<file path="src/aan_pkg.sv">
package aan_pkg;

    // ------------------------------------------------------------------
    // Sizes and timing
    // ------------------------------------------------------------------
    localparam int NUM_PORTS = 8;
    localparam int CLK_HZ = 10_000_000;
    // Beeper repeat period in milliseconds; the tone is on for half of it.
    localparam int BEEP_PERIOD_MS = 500;
    localparam int BEEP_HALF_CYC = (CLK_HZ / 1000) * BEEP_PERIOD_MS / 2;
    // Lamp blink period in milliseconds, a fixed choice.
    localparam int BLINK_PERIOD_MS = 1000;
    localparam int BLINK_HALF_CYC = (CLK_HZ / 1000) * BLINK_PERIOD_MS / 2;
    localparam int CNT_W = 24;

    // ------------------------------------------------------------------
    // Register map (byte addresses)
    // ------------------------------------------------------------------
    localparam logic [7:0] ADDR_CTRL = 8'h00;
    localparam logic [7:0] ADDR_ZONE_NC = 8'h04;
    localparam logic [7:0] ADDR_ZONE_LATCH = 8'h08;
    localparam logic [7:0] ADDR_STATUS = 8'h0C;
    localparam logic [7:0] ADDR_IRQ_STAT = 8'h10;
    localparam logic [7:0] ADDR_IRQ_EN = 8'h14;
    localparam logic [7:0] ADDR_IRQ_CLR = 8'h18;

    // CTRL fields.
    localparam int CTRL_MR_NORM_ACT = 0;
    localparam int CTRL_MR_LATCH = 1;
    localparam int CTRL_BEEP_EN = 2;
    localparam logic [2:0] CTRL_RESET = 3'h0;

    // STATUS fields.
    localparam int ST_MR_ACT = 0;
    localparam int ST_BEEP = 1;
    localparam int ST_MUTED = 2;
    localparam int ST_ANY_ALARM = 3;
    localparam int ST_ZONE_LSB = 8;

    // Interrupt event bits.
    localparam int IRQ_W = 3;
    localparam int EV_ALARM = 0;
    localparam int EV_ERROR = 1;
    localparam int EV_ACK = 2;

    // ------------------------------------------------------------------
    // Types
    // ------------------------------------------------------------------
    typedef enum logic [2:0] {
        PORT_DISABLED = 3'b000,
        PORT_NORMAL = 3'b001,
        PORT_SELECTED = 3'b010,
        PORT_ALARM = 3'b011,
        PORT_ERROR = 3'b100
    } aan_port_state_t;

    typedef struct packed {
        logic red;
        logic green;
    } aan_lamp_t;

    typedef struct packed {
        logic [1:0] htrans;
        logic hwrite;
        logic [2:0] hsize;
        logic [7:0] haddr;
    } aan_ahb_addr_t;

endpackage

</file>
<file path="src/aan_annunciator.sv">
// Local design decisions: the AHB-Lite register port and the address map.
`timescale 1ns/1ns

module aan_annunciator #(
    parameter int NUM_PORTS = aan_pkg::NUM_PORTS,
    parameter int BEEP_HALF_CYC = aan_pkg::BEEP_HALF_CYC,
    parameter int BLINK_HALF_CYC = aan_pkg::BLINK_HALF_CYC
) (
    input wire logic clk_sys,
    input wire logic rst_b,
    // AHB-Lite slave.
    input wire logic hsel,
    input wire logic [31:0] haddr,
    input wire logic [1:0] htrans,
    input wire logic hwrite,
    input wire logic [2:0] hsize,
    input wire logic [31:0] hwdata,
    input wire logic hready,
    output logic [31:0] hrdata,
    output logic hreadyout,
    output logic hresp,
    // Sensor evaluation side, same clock.
    input wire logic [3*NUM_PORTS-1:0] port_state,
    // Operator keypad and USB pins, asynchronous.
    input wire logic key_mute,
    input wire logic key_ack,
    input wire logic usb_connected,
    // Outputs.
    output logic [NUM_PORTS-1:0] lamp_red,
    output logic [NUM_PORTS-1:0] lamp_green,
    output logic usb_lamp,
    output logic beeper,
    output logic master_relay,
    output logic [NUM_PORTS-1:0] zone_relay,
    output logic irq
);

    // ------------------------------------------------------------------
    // Pin synchronisers
    // ------------------------------------------------------------------
    logic [2:0] pin_meta_q;
    logic [2:0] pin_sync_q;
    logic [1:0] key_prev_q;
    logic mute_pulse;
    logic ack_pulse;

    // Two stages before any logic looks at keypad or USB pins.
    always_ff @(posedge clk_sys)
    begin
        if (!rst_b)
        begin
            pin_meta_q <= 3'h0;
            pin_sync_q <= 3'h0;
            key_prev_q <= 2'h0;
        end
        else
        begin
            pin_meta_q <= {usb_connected, key_ack, key_mute};
            pin_sync_q <= pin_meta_q;
            key_prev_q <= pin_sync_q[1:0];
        end
    end

    // A press is acted on once, at its rising edge, however long it is held.
    assign mute_pulse = pin_sync_q[0] & ~key_prev_q[0];
    assign ack_pulse = pin_sync_q[1] & ~key_prev_q[1];

    // ------------------------------------------------------------------
    // Registers
    // ------------------------------------------------------------------
    logic [2:0] ctrl_q;
    logic [NUM_PORTS-1:0] zone_nc_q;
    logic [NUM_PORTS-1:0] zone_latch_q;
    logic [aan_pkg::IRQ_W-1:0] irq_stat_q;
    logic [aan_pkg::IRQ_W-1:0] irq_en_q;
    aan_pkg::aan_ahb_addr_t ap_q;
    logic ap_valid_q;
    logic wr_en;

    // Capture the address phase; every transfer completes with zero waits.
    always_ff @(posedge clk_sys)
    begin
        if (!rst_b)
        begin
            ap_valid_q <= 1'b0;
            ap_q <= '0;
        end
        else if (hready)
        begin
            ap_valid_q <= hsel & htrans[1];
            ap_q <= '{htrans: htrans, hwrite: hwrite, hsize: hsize, haddr: haddr[7:0]};
        end
    end

    assign hreadyout = 1'b1;
    assign hresp = 1'b0;
    assign wr_en = ap_valid_q & ap_q.hwrite;

    // Software-writable configuration.
    always_ff @(posedge clk_sys)
    begin
        if (!rst_b)
        begin
            ctrl_q <= aan_pkg::CTRL_RESET;
            zone_nc_q <= '0;
            zone_latch_q <= '0;
            irq_en_q <= '0;
        end
        else if (wr_en)
        begin
            case (ap_q.haddr)
                aan_pkg::ADDR_CTRL: ctrl_q <= hwdata[2:0];
                aan_pkg::ADDR_ZONE_NC: zone_nc_q <= hwdata[NUM_PORTS-1:0];
                aan_pkg::ADDR_ZONE_LATCH: zone_latch_q <= hwdata[NUM_PORTS-1:0];
                aan_pkg::ADDR_IRQ_EN: irq_en_q <= hwdata[aan_pkg::IRQ_W-1:0];
                default: ;
            endcase
        end
    end

    // ------------------------------------------------------------------
    // Per-port decode and lamps
    // ------------------------------------------------------------------
    logic [NUM_PORTS-1:0] is_alarm;
    logic [NUM_PORTS-1:0] is_error;
    logic [NUM_PORTS-1:0] zone_act_q;
    logic blink_q;
    logic [aan_pkg::CNT_W-1:0] blink_cnt_q;

    // Free-running blink phase for the lamps.
    always_ff @(posedge clk_sys)
    begin
        if (!rst_b)
        begin
            blink_cnt_q <= '0;
            blink_q <= 1'b0;
        end
        else if (blink_cnt_q == aan_pkg::CNT_W'(BLINK_HALF_CYC - 1))
        begin
            blink_cnt_q <= '0;
            blink_q <= ~blink_q;
        end
        else
        begin
            blink_cnt_q <= blink_cnt_q + 1'b1;
        end
    end

    generate
        for (genvar i = 0; i < NUM_PORTS; i++)
        begin : g_port
            aan_pkg::aan_port_state_t st;
            aan_pkg::aan_lamp_t lamp_d;
            assign st = aan_pkg::aan_port_state_t'(port_state[3*i +: 3]);
            assign is_alarm[i] = (st == aan_pkg::PORT_ALARM);
            assign is_error[i] = (st == aan_pkg::PORT_ERROR);

            // Lamp colour comes only from this port's own state.
            always_comb
            begin
                case (st)
                    aan_pkg::PORT_DISABLED: lamp_d = '{red: 1'b0, green: 1'b0};
                    aan_pkg::PORT_NORMAL: lamp_d = '{red: 1'b0, green: 1'b1};
                    aan_pkg::PORT_SELECTED: lamp_d = '{red: 1'b0, green: blink_q};
                    aan_pkg::PORT_ALARM: lamp_d = '{red: 1'b1, green: 1'b0};
                    aan_pkg::PORT_ERROR: lamp_d = '{red: blink_q, green: 1'b0};
                    default: lamp_d = '{red: 1'b0, green: 1'b0};
                endcase
            end

            always_ff @(posedge clk_sys)
            begin
                if (!rst_b)
                begin
                    lamp_red[i] <= 1'b0;
                    lamp_green[i] <= 1'b0;
                end
                else
                begin
                    lamp_red[i] <= lamp_d.red;
                    lamp_green[i] <= lamp_d.green;
                end
            end

            // Zone activation: self-clearing follows the alarm, latching waits for ack.
            always_ff @(posedge clk_sys)
            begin
                if (!rst_b)
                    zone_act_q[i] <= 1'b0;
                else if (is_alarm[i])
                    zone_act_q[i] <= 1'b1;
                else if (!zone_latch_q[i] || ack_pulse)
                    zone_act_q[i] <= 1'b0;
            end

            // Normally-closed zones invert the coil drive.
            always_ff @(posedge clk_sys)
            begin
                if (!rst_b)
                    zone_relay[i] <= 1'b0;
                else
                    zone_relay[i] <= zone_act_q[i] ^ zone_nc_q[i];
            end
        end
    endgenerate

    // ------------------------------------------------------------------
    // Beeper
    // ------------------------------------------------------------------
    logic any_alarm;
    logic any_error;
    logic muted_q;
    logic beep_ph_q;
    logic [aan_pkg::CNT_W-1:0] beep_cnt_q;

    assign any_alarm = |is_alarm;
    assign any_error = |is_error;

    // Mute holds until the alarm episode ends, so a new alarm beeps again.
    always_ff @(posedge clk_sys)
    begin
        if (!rst_b)
            muted_q <= 1'b0;
        else if (!any_alarm)
            muted_q <= 1'b0;
        else if (mute_pulse)
            muted_q <= 1'b1;
    end

    // Phase counter restarts at each episode so the first beep is full length.
    always_ff @(posedge clk_sys)
    begin
        if (!rst_b || !any_alarm)
        begin
            beep_cnt_q <= '0;
            beep_ph_q <= 1'b1;
        end
        else if (beep_cnt_q == aan_pkg::CNT_W'(BEEP_HALF_CYC - 1))
        begin
            beep_cnt_q <= '0;
            beep_ph_q <= ~beep_ph_q;
        end
        else
        begin
            beep_cnt_q <= beep_cnt_q + 1'b1;
        end
    end

    always_ff @(posedge clk_sys)
    begin
        if (!rst_b)
            beeper <= 1'b0;
        else
            beeper <= any_alarm & beep_ph_q & ~muted_q & ctrl_q[aan_pkg::CTRL_BEEP_EN];
    end

    // ------------------------------------------------------------------
    // Master relay
    // ------------------------------------------------------------------
    logic mr_act_q;
    logic mr_trip;

    // Normally-activated mode also trips on a sensor error.
    assign mr_trip = any_alarm | (ctrl_q[aan_pkg::CTRL_MR_NORM_ACT] & any_error);

    always_ff @(posedge clk_sys)
    begin
        if (!rst_b)
            mr_act_q <= 1'b0;
        else if (mr_trip)
            mr_act_q <= 1'b1;
        else if (!ctrl_q[aan_pkg::CTRL_MR_LATCH])
            mr_act_q <= 1'b0;
        else if (ack_pulse)
            mr_act_q <= 1'b0;
    end

    // Energised when idle in normally-activated mode; loss of power then trips it.
    always_ff @(posedge clk_sys)
    begin
        if (!rst_b)
            master_relay <= 1'b0;
        else
            master_relay <= mr_act_q ^ ctrl_q[aan_pkg::CTRL_MR_NORM_ACT];
    end

    always_ff @(posedge clk_sys)
    begin
        if (!rst_b)
            usb_lamp <= 1'b0;
        else
            usb_lamp <= pin_sync_q[2];
    end

    // ------------------------------------------------------------------
    // Interrupts
    // ------------------------------------------------------------------
    logic [aan_pkg::IRQ_W-1:0] ev;
    logic [aan_pkg::IRQ_W-1:0] clr;
    logic [1:0] prev_q;

    always_ff @(posedge clk_sys)
    begin
        if (!rst_b)
            prev_q <= 2'h0;
        else
            prev_q <= {any_error, any_alarm};
    end

    always_comb
    begin
        ev = '0;
        ev[aan_pkg::EV_ALARM] = any_alarm & ~prev_q[0];
        ev[aan_pkg::EV_ERROR] = any_error & ~prev_q[1];
        ev[aan_pkg::EV_ACK] = ack_pulse;
    end

    assign clr = (wr_en && ap_q.haddr == aan_pkg::ADDR_IRQ_CLR) ?
        hwdata[aan_pkg::IRQ_W-1:0] : '0;

    // A new event wins over a clear in the same cycle.
    always_ff @(posedge clk_sys)
    begin
        if (!rst_b)
            irq_stat_q <= '0;
        else
            irq_stat_q <= (irq_stat_q & ~clr) | ev;
    end

    assign irq = |(irq_stat_q & irq_en_q);

    // ------------------------------------------------------------------
    // Read data
    // ------------------------------------------------------------------
    always_comb
    begin
        hrdata = 32'h0000_0000;
        if (ap_valid_q && !ap_q.hwrite)
        begin
            case (ap_q.haddr)
                aan_pkg::ADDR_CTRL: hrdata[2:0] = ctrl_q;
                aan_pkg::ADDR_ZONE_NC: hrdata[NUM_PORTS-1:0] = zone_nc_q;
                aan_pkg::ADDR_ZONE_LATCH: hrdata[NUM_PORTS-1:0] = zone_latch_q;
                aan_pkg::ADDR_STATUS:
                begin
                    hrdata[aan_pkg::ST_MR_ACT] = mr_act_q;
                    hrdata[aan_pkg::ST_BEEP] = beeper;
                    hrdata[aan_pkg::ST_MUTED] = muted_q;
                    hrdata[aan_pkg::ST_ANY_ALARM] = any_alarm;
                    hrdata[aan_pkg::ST_ZONE_LSB +: NUM_PORTS] = zone_act_q;
                end
                aan_pkg::ADDR_IRQ_STAT: hrdata[aan_pkg::IRQ_W-1:0] = irq_stat_q;
                aan_pkg::ADDR_IRQ_EN: hrdata[aan_pkg::IRQ_W-1:0] = irq_en_q;
                default: hrdata = 32'h0000_0000;
            endcase
        end
    end

endmodule

</file>
<file path="config.mk">
export PLATFORM = sky130hd
export DESIGN_NAME = aan_annunciator
export DESIGN_NICKNAME = d
export VERILOG_FILES = /design/src/aan_pkg.sv /design/src/aan_annunciator.sv
export SDC_FILE = /design/constraint.sdc
export NUM_CORES = 1
export LEC_CHECK = 0
export ABC_AREA = 1
export BUFFER_PORTS_ARGS = -buffer_cell sky130_fd_sc_hd__buf_2
export CELL_PAD_IN_SITES_DETAIL_PLACEMENT = 0
export CELL_PAD_IN_SITES_GLOBAL_PLACEMENT = 1
export CORE_MARGIN = 2
export CORE_UTILIZATION = 33
export DETAILED_ROUTE_END_ITERATION = 7
export HOLD_SLACK_MARGIN = 0.15
export PLACE_DENSITY = 0.85
export SYNTH_ARGS = -nofsm -noshare
export SYNTH_HDL_FRONTEND = slang
export SYNTH_SLANG_ARGS = --single-unit
</file>
<file path="constraint.sdc">
create_clock -name clk_sys -period 1.3 [get_ports clk_sys]
set_clock_uncertainty 0.1 [all_clocks]
set_input_delay 0.065 -clock clk_sys [delete_from_list [all_inputs] [get_ports clk_sys]]
set_output_delay 0.065 -clock clk_sys [all_outputs]
set_load 0.1 [all_outputs]
</file>
==> key figures <==
Status
  • Status: finished, violations left
  • Violated checks: negative hold slack, negative setup slack

STA
  • Period utilisation layout: 1.493
  • # setup viols final: 98
  • Period minus WS final: 1.941 ns
  • WHS: -0.07589 ns
  • Unrepaired setup endpoints after global routing: yes
  • Max frequency: 515.2 MHz
  • Endpoints failing hold: 14
  • Slew Limit Fails: 0
  • Final worst slack: -0.6410 ns

Die
  • Die Wd: 141.2 um
  • Starting Density: 0.3343
  • I/O Pins: 163
  • Die height: 141.2 um
  • Core Region: 18580 um^2
  • Rows: 50
  • Die area: 19930 um^2

Layout
  • Diodes inserted: 0
  • Area delta synth->final: 83.94%
  • Commonest non-fill, non-tap cell in the layout: buf_4
  • Final non-filler cell area: 11420 um^2
  • Commonest non-fill, non-tap cells in the layout: buf_4 (155), nand2_1 (147), dfxtp_1 (85), nor2_1 (79), inv_1 (65)
  • Final Non-Filler Cells: 1469
  • Nets@finish: 1325
  • Fraction of layout cells with a size suffix above 1: 0.5061

Placement
  • # port buffers: 92
  • Detailed Place HPWL: 12.68 mm
  • Placed cells: 1339
  • GP Congestion: 0.8211
  • Cell Area, Placed: 8471 um^2
  • Setup WS pre-CTS: -0.2355 ns

Power
  • Logic pwr share: 0.148
  • Cell Pwr Density: 1003 nW/um^2
  • Net Sw Power: 2.952 mW
  • Total Power: 11.45 mW
  • Clk pwr share: 0.484
  • Leakage: 4.686 nW
  • Reg power frac: 0.368
  • Switching share of power: 0.2577
  • P_int: 8.503 mW
  • Maximum vdd drop: 0.9978 mV

Worst setup path
  • Kind of critical path: register to output pin
  • Worst-path maximum fanout: 4
  • Critical Path AT: 1.78 ns
  • Crit start category: register
  • Data required time of the worst path: 1.13 ns
  • R2R depth: 7
  • Crit. End Element: output pin

Drt
  • Via density per instance: 4.783
  • WL final: 21.93 mm
  • Routed Antenna Nets: 0
  • 1st-pass router iterations: 5
  • Post-detailed-route wirelength per cell: 14.93 um
  • Vias: 7026
  • # DRC: 0
  • DRT iter0 DRCs: 393

Min path
  • Hold Path Class: input port to register
  • Hold path cells: 4

Clock tree
  • Clock tree buffer depth: 2
  • Clk Latency, worst-skew pair: 0.43 ns
  • CTS Sinks: 132
  • CTS tree: built
  • Root Driver: clkbuf_16
  • TritonCTS Buffers: 17
  • Clock transition at the registers of the reported paths: 0.06 ns
  • CTS HTree Levels: 4

Yosys
  • Synth Instances: 898
  • Synth Register Bits: 132
  • Fraction of registers with async set/reset: 0
  • Post-synth EDFFs: 0
  • Most common flop cell mapped by yosys: dfxtp_1
  • Library cells used by synthesis: 34
  • Syn Area/Cell: 6.916 um^2
  • Register area share after synthesis: 0.4255
  • Syn Std Cell Area: 6211 um^2
  • Yosys warning count: 0

Global routing
  • Antenna violations before repair: 0
  • Total GRT Usage: 0.1991
  • First-pass GRT wire length: 32.09 mm
  • Vias in the first global route: 6795
  • Overflow left after global routing: 0
  • Largest net degree at the start of global routing: 45

Job
  • Max cap viols: 0
## synth_stat cells, types with 4 or more instances
library cell,count,share of area
inv_1,84,0.051
nand3_1,77,0.062
nand3b_1,4,0.0048
clkbuf_1,5,0.0030
o21ai_0,32,0.026
a2111oi_0,7,0.0099
buf_2,5,0.0040
nor2_4,4,0.0073
a21oi_1,64,0.052
xnor2_1,16,0.023
nand2_1,202,0.12
dfxtp_1,132,0.43
buf_4,22,0.027
nor2_2,8,0.0081
nand3_2,5,0.0081
nor2_1,181,0.11
xor2_1,17,0.024
## power groups by stage
stage                     combinational, mW  clock [mW]  sequential, mW
after floorplan                       0.654           0            4.47
after global placement                 1.18           0            4.31
after detailed placement               1.18           0            4.31
after CTS                              1.54        5.57            4.22
after global routing                   1.78        5.76            4.22
final                                  1.69        5.55            4.21
## what timing repair did
| item | 4_1_cts | 5_1_grt |
|---|---|---|
| pin swaps | 60 | 91 |
| endpoints found under the setup margin | 119 | 112 |
| resized for setup | 209 | 209 |
| gates cloned | 5 | 2 |
| endpoints found under the hold margin | 72 | 66 |
| hold buffers | 52 | 28 |
| setup buffers | 28 | 19 |
## final timing paths
path                        start              end  slack, ns
hold reg to reg         prev_q[0]    irq_stat_q[0]       0.29
setup / recovery          ap_q[5]        hrdata[0]      -0.64
hold / removal      port_state[3]      lamp_red[1]      -0.08
setup reg to reg  blink_cnt_q[17]  blink_cnt_q[18]      -0.29
## final cells by class
class	instances	area [um^2]
fill	1441	7156
multi-input combinational	658	4335
timing repair buffer	325	3037
sequential	132	2731
clock buffer	23	508.0
inverter	88	350.3
tap	234	292.8
clock inverter	9	170.2
## critical path, stage by stage, from the launching register on
cell	delay, ns
dfxtp_2	0.32
nor2_2	0.12
nand2_2	0.13
nor2_4	0.16
buf_4	0.13
nand2_1	0.06
nand3_2	0.08
nor2_2	0.06
nor2_4	0.10
buf_12	0.18
## per-stage QoR
step / hold slack (ns) / TNS, ns / utilization
after floorplan: 0.04233 / -6.920 / -
after global placement: 0.1480 / -11.47 / 0.4559
final: -0.07589 / -28.80 / 0.6149
after detailed placement: 0.1517 / -13.90 / 0.4559
after CTS: -0.2157 / -22.51 / 0.5712
after global routing: -0.06061 / -37.16 / 0.6149
## sequential cells by signal (all words and copies together), names as in the netlist, 2 cells and up
name          count
ap_q              9
zone_nc_q         8
zone_latch_q      8
pin_sync_q        3
blink_cnt_q      24
lamp_red          8
prev_q            2
irq_en_q          3
zone_relay        8
beep_cnt_q       24
zone_act_q        8
irq_stat_q        3
lamp_green        8
key_prev_q        2
pin_meta_q        3
ctrl_q            3
## layer usage
metal	part of all wire	vias to the layer above	global-route usage
li1	-	3471	-
met1	0.40	3324	0.2310
met2	0.53	173	0.3694
met3	0.036	58	0.03295
met4	0.032	0	0.06789
met5	0	-	0
## logic make-up (layout without fill, tap and decap cells)
logic type,after synthesis,count (layout),synth area share
and+or+nand+nor,497,498,0.3388
DFF,132,132,0.4255
buffers and inverters,125,445,0.09226
AOI/OAI and AO/OA,107,107,0.09166
xor gates and xnor gates,33,33,0.04653
adders and majority gates,2,2,0.004028
other,2,18,0.001209
Power figures use the tool's default switching activity.
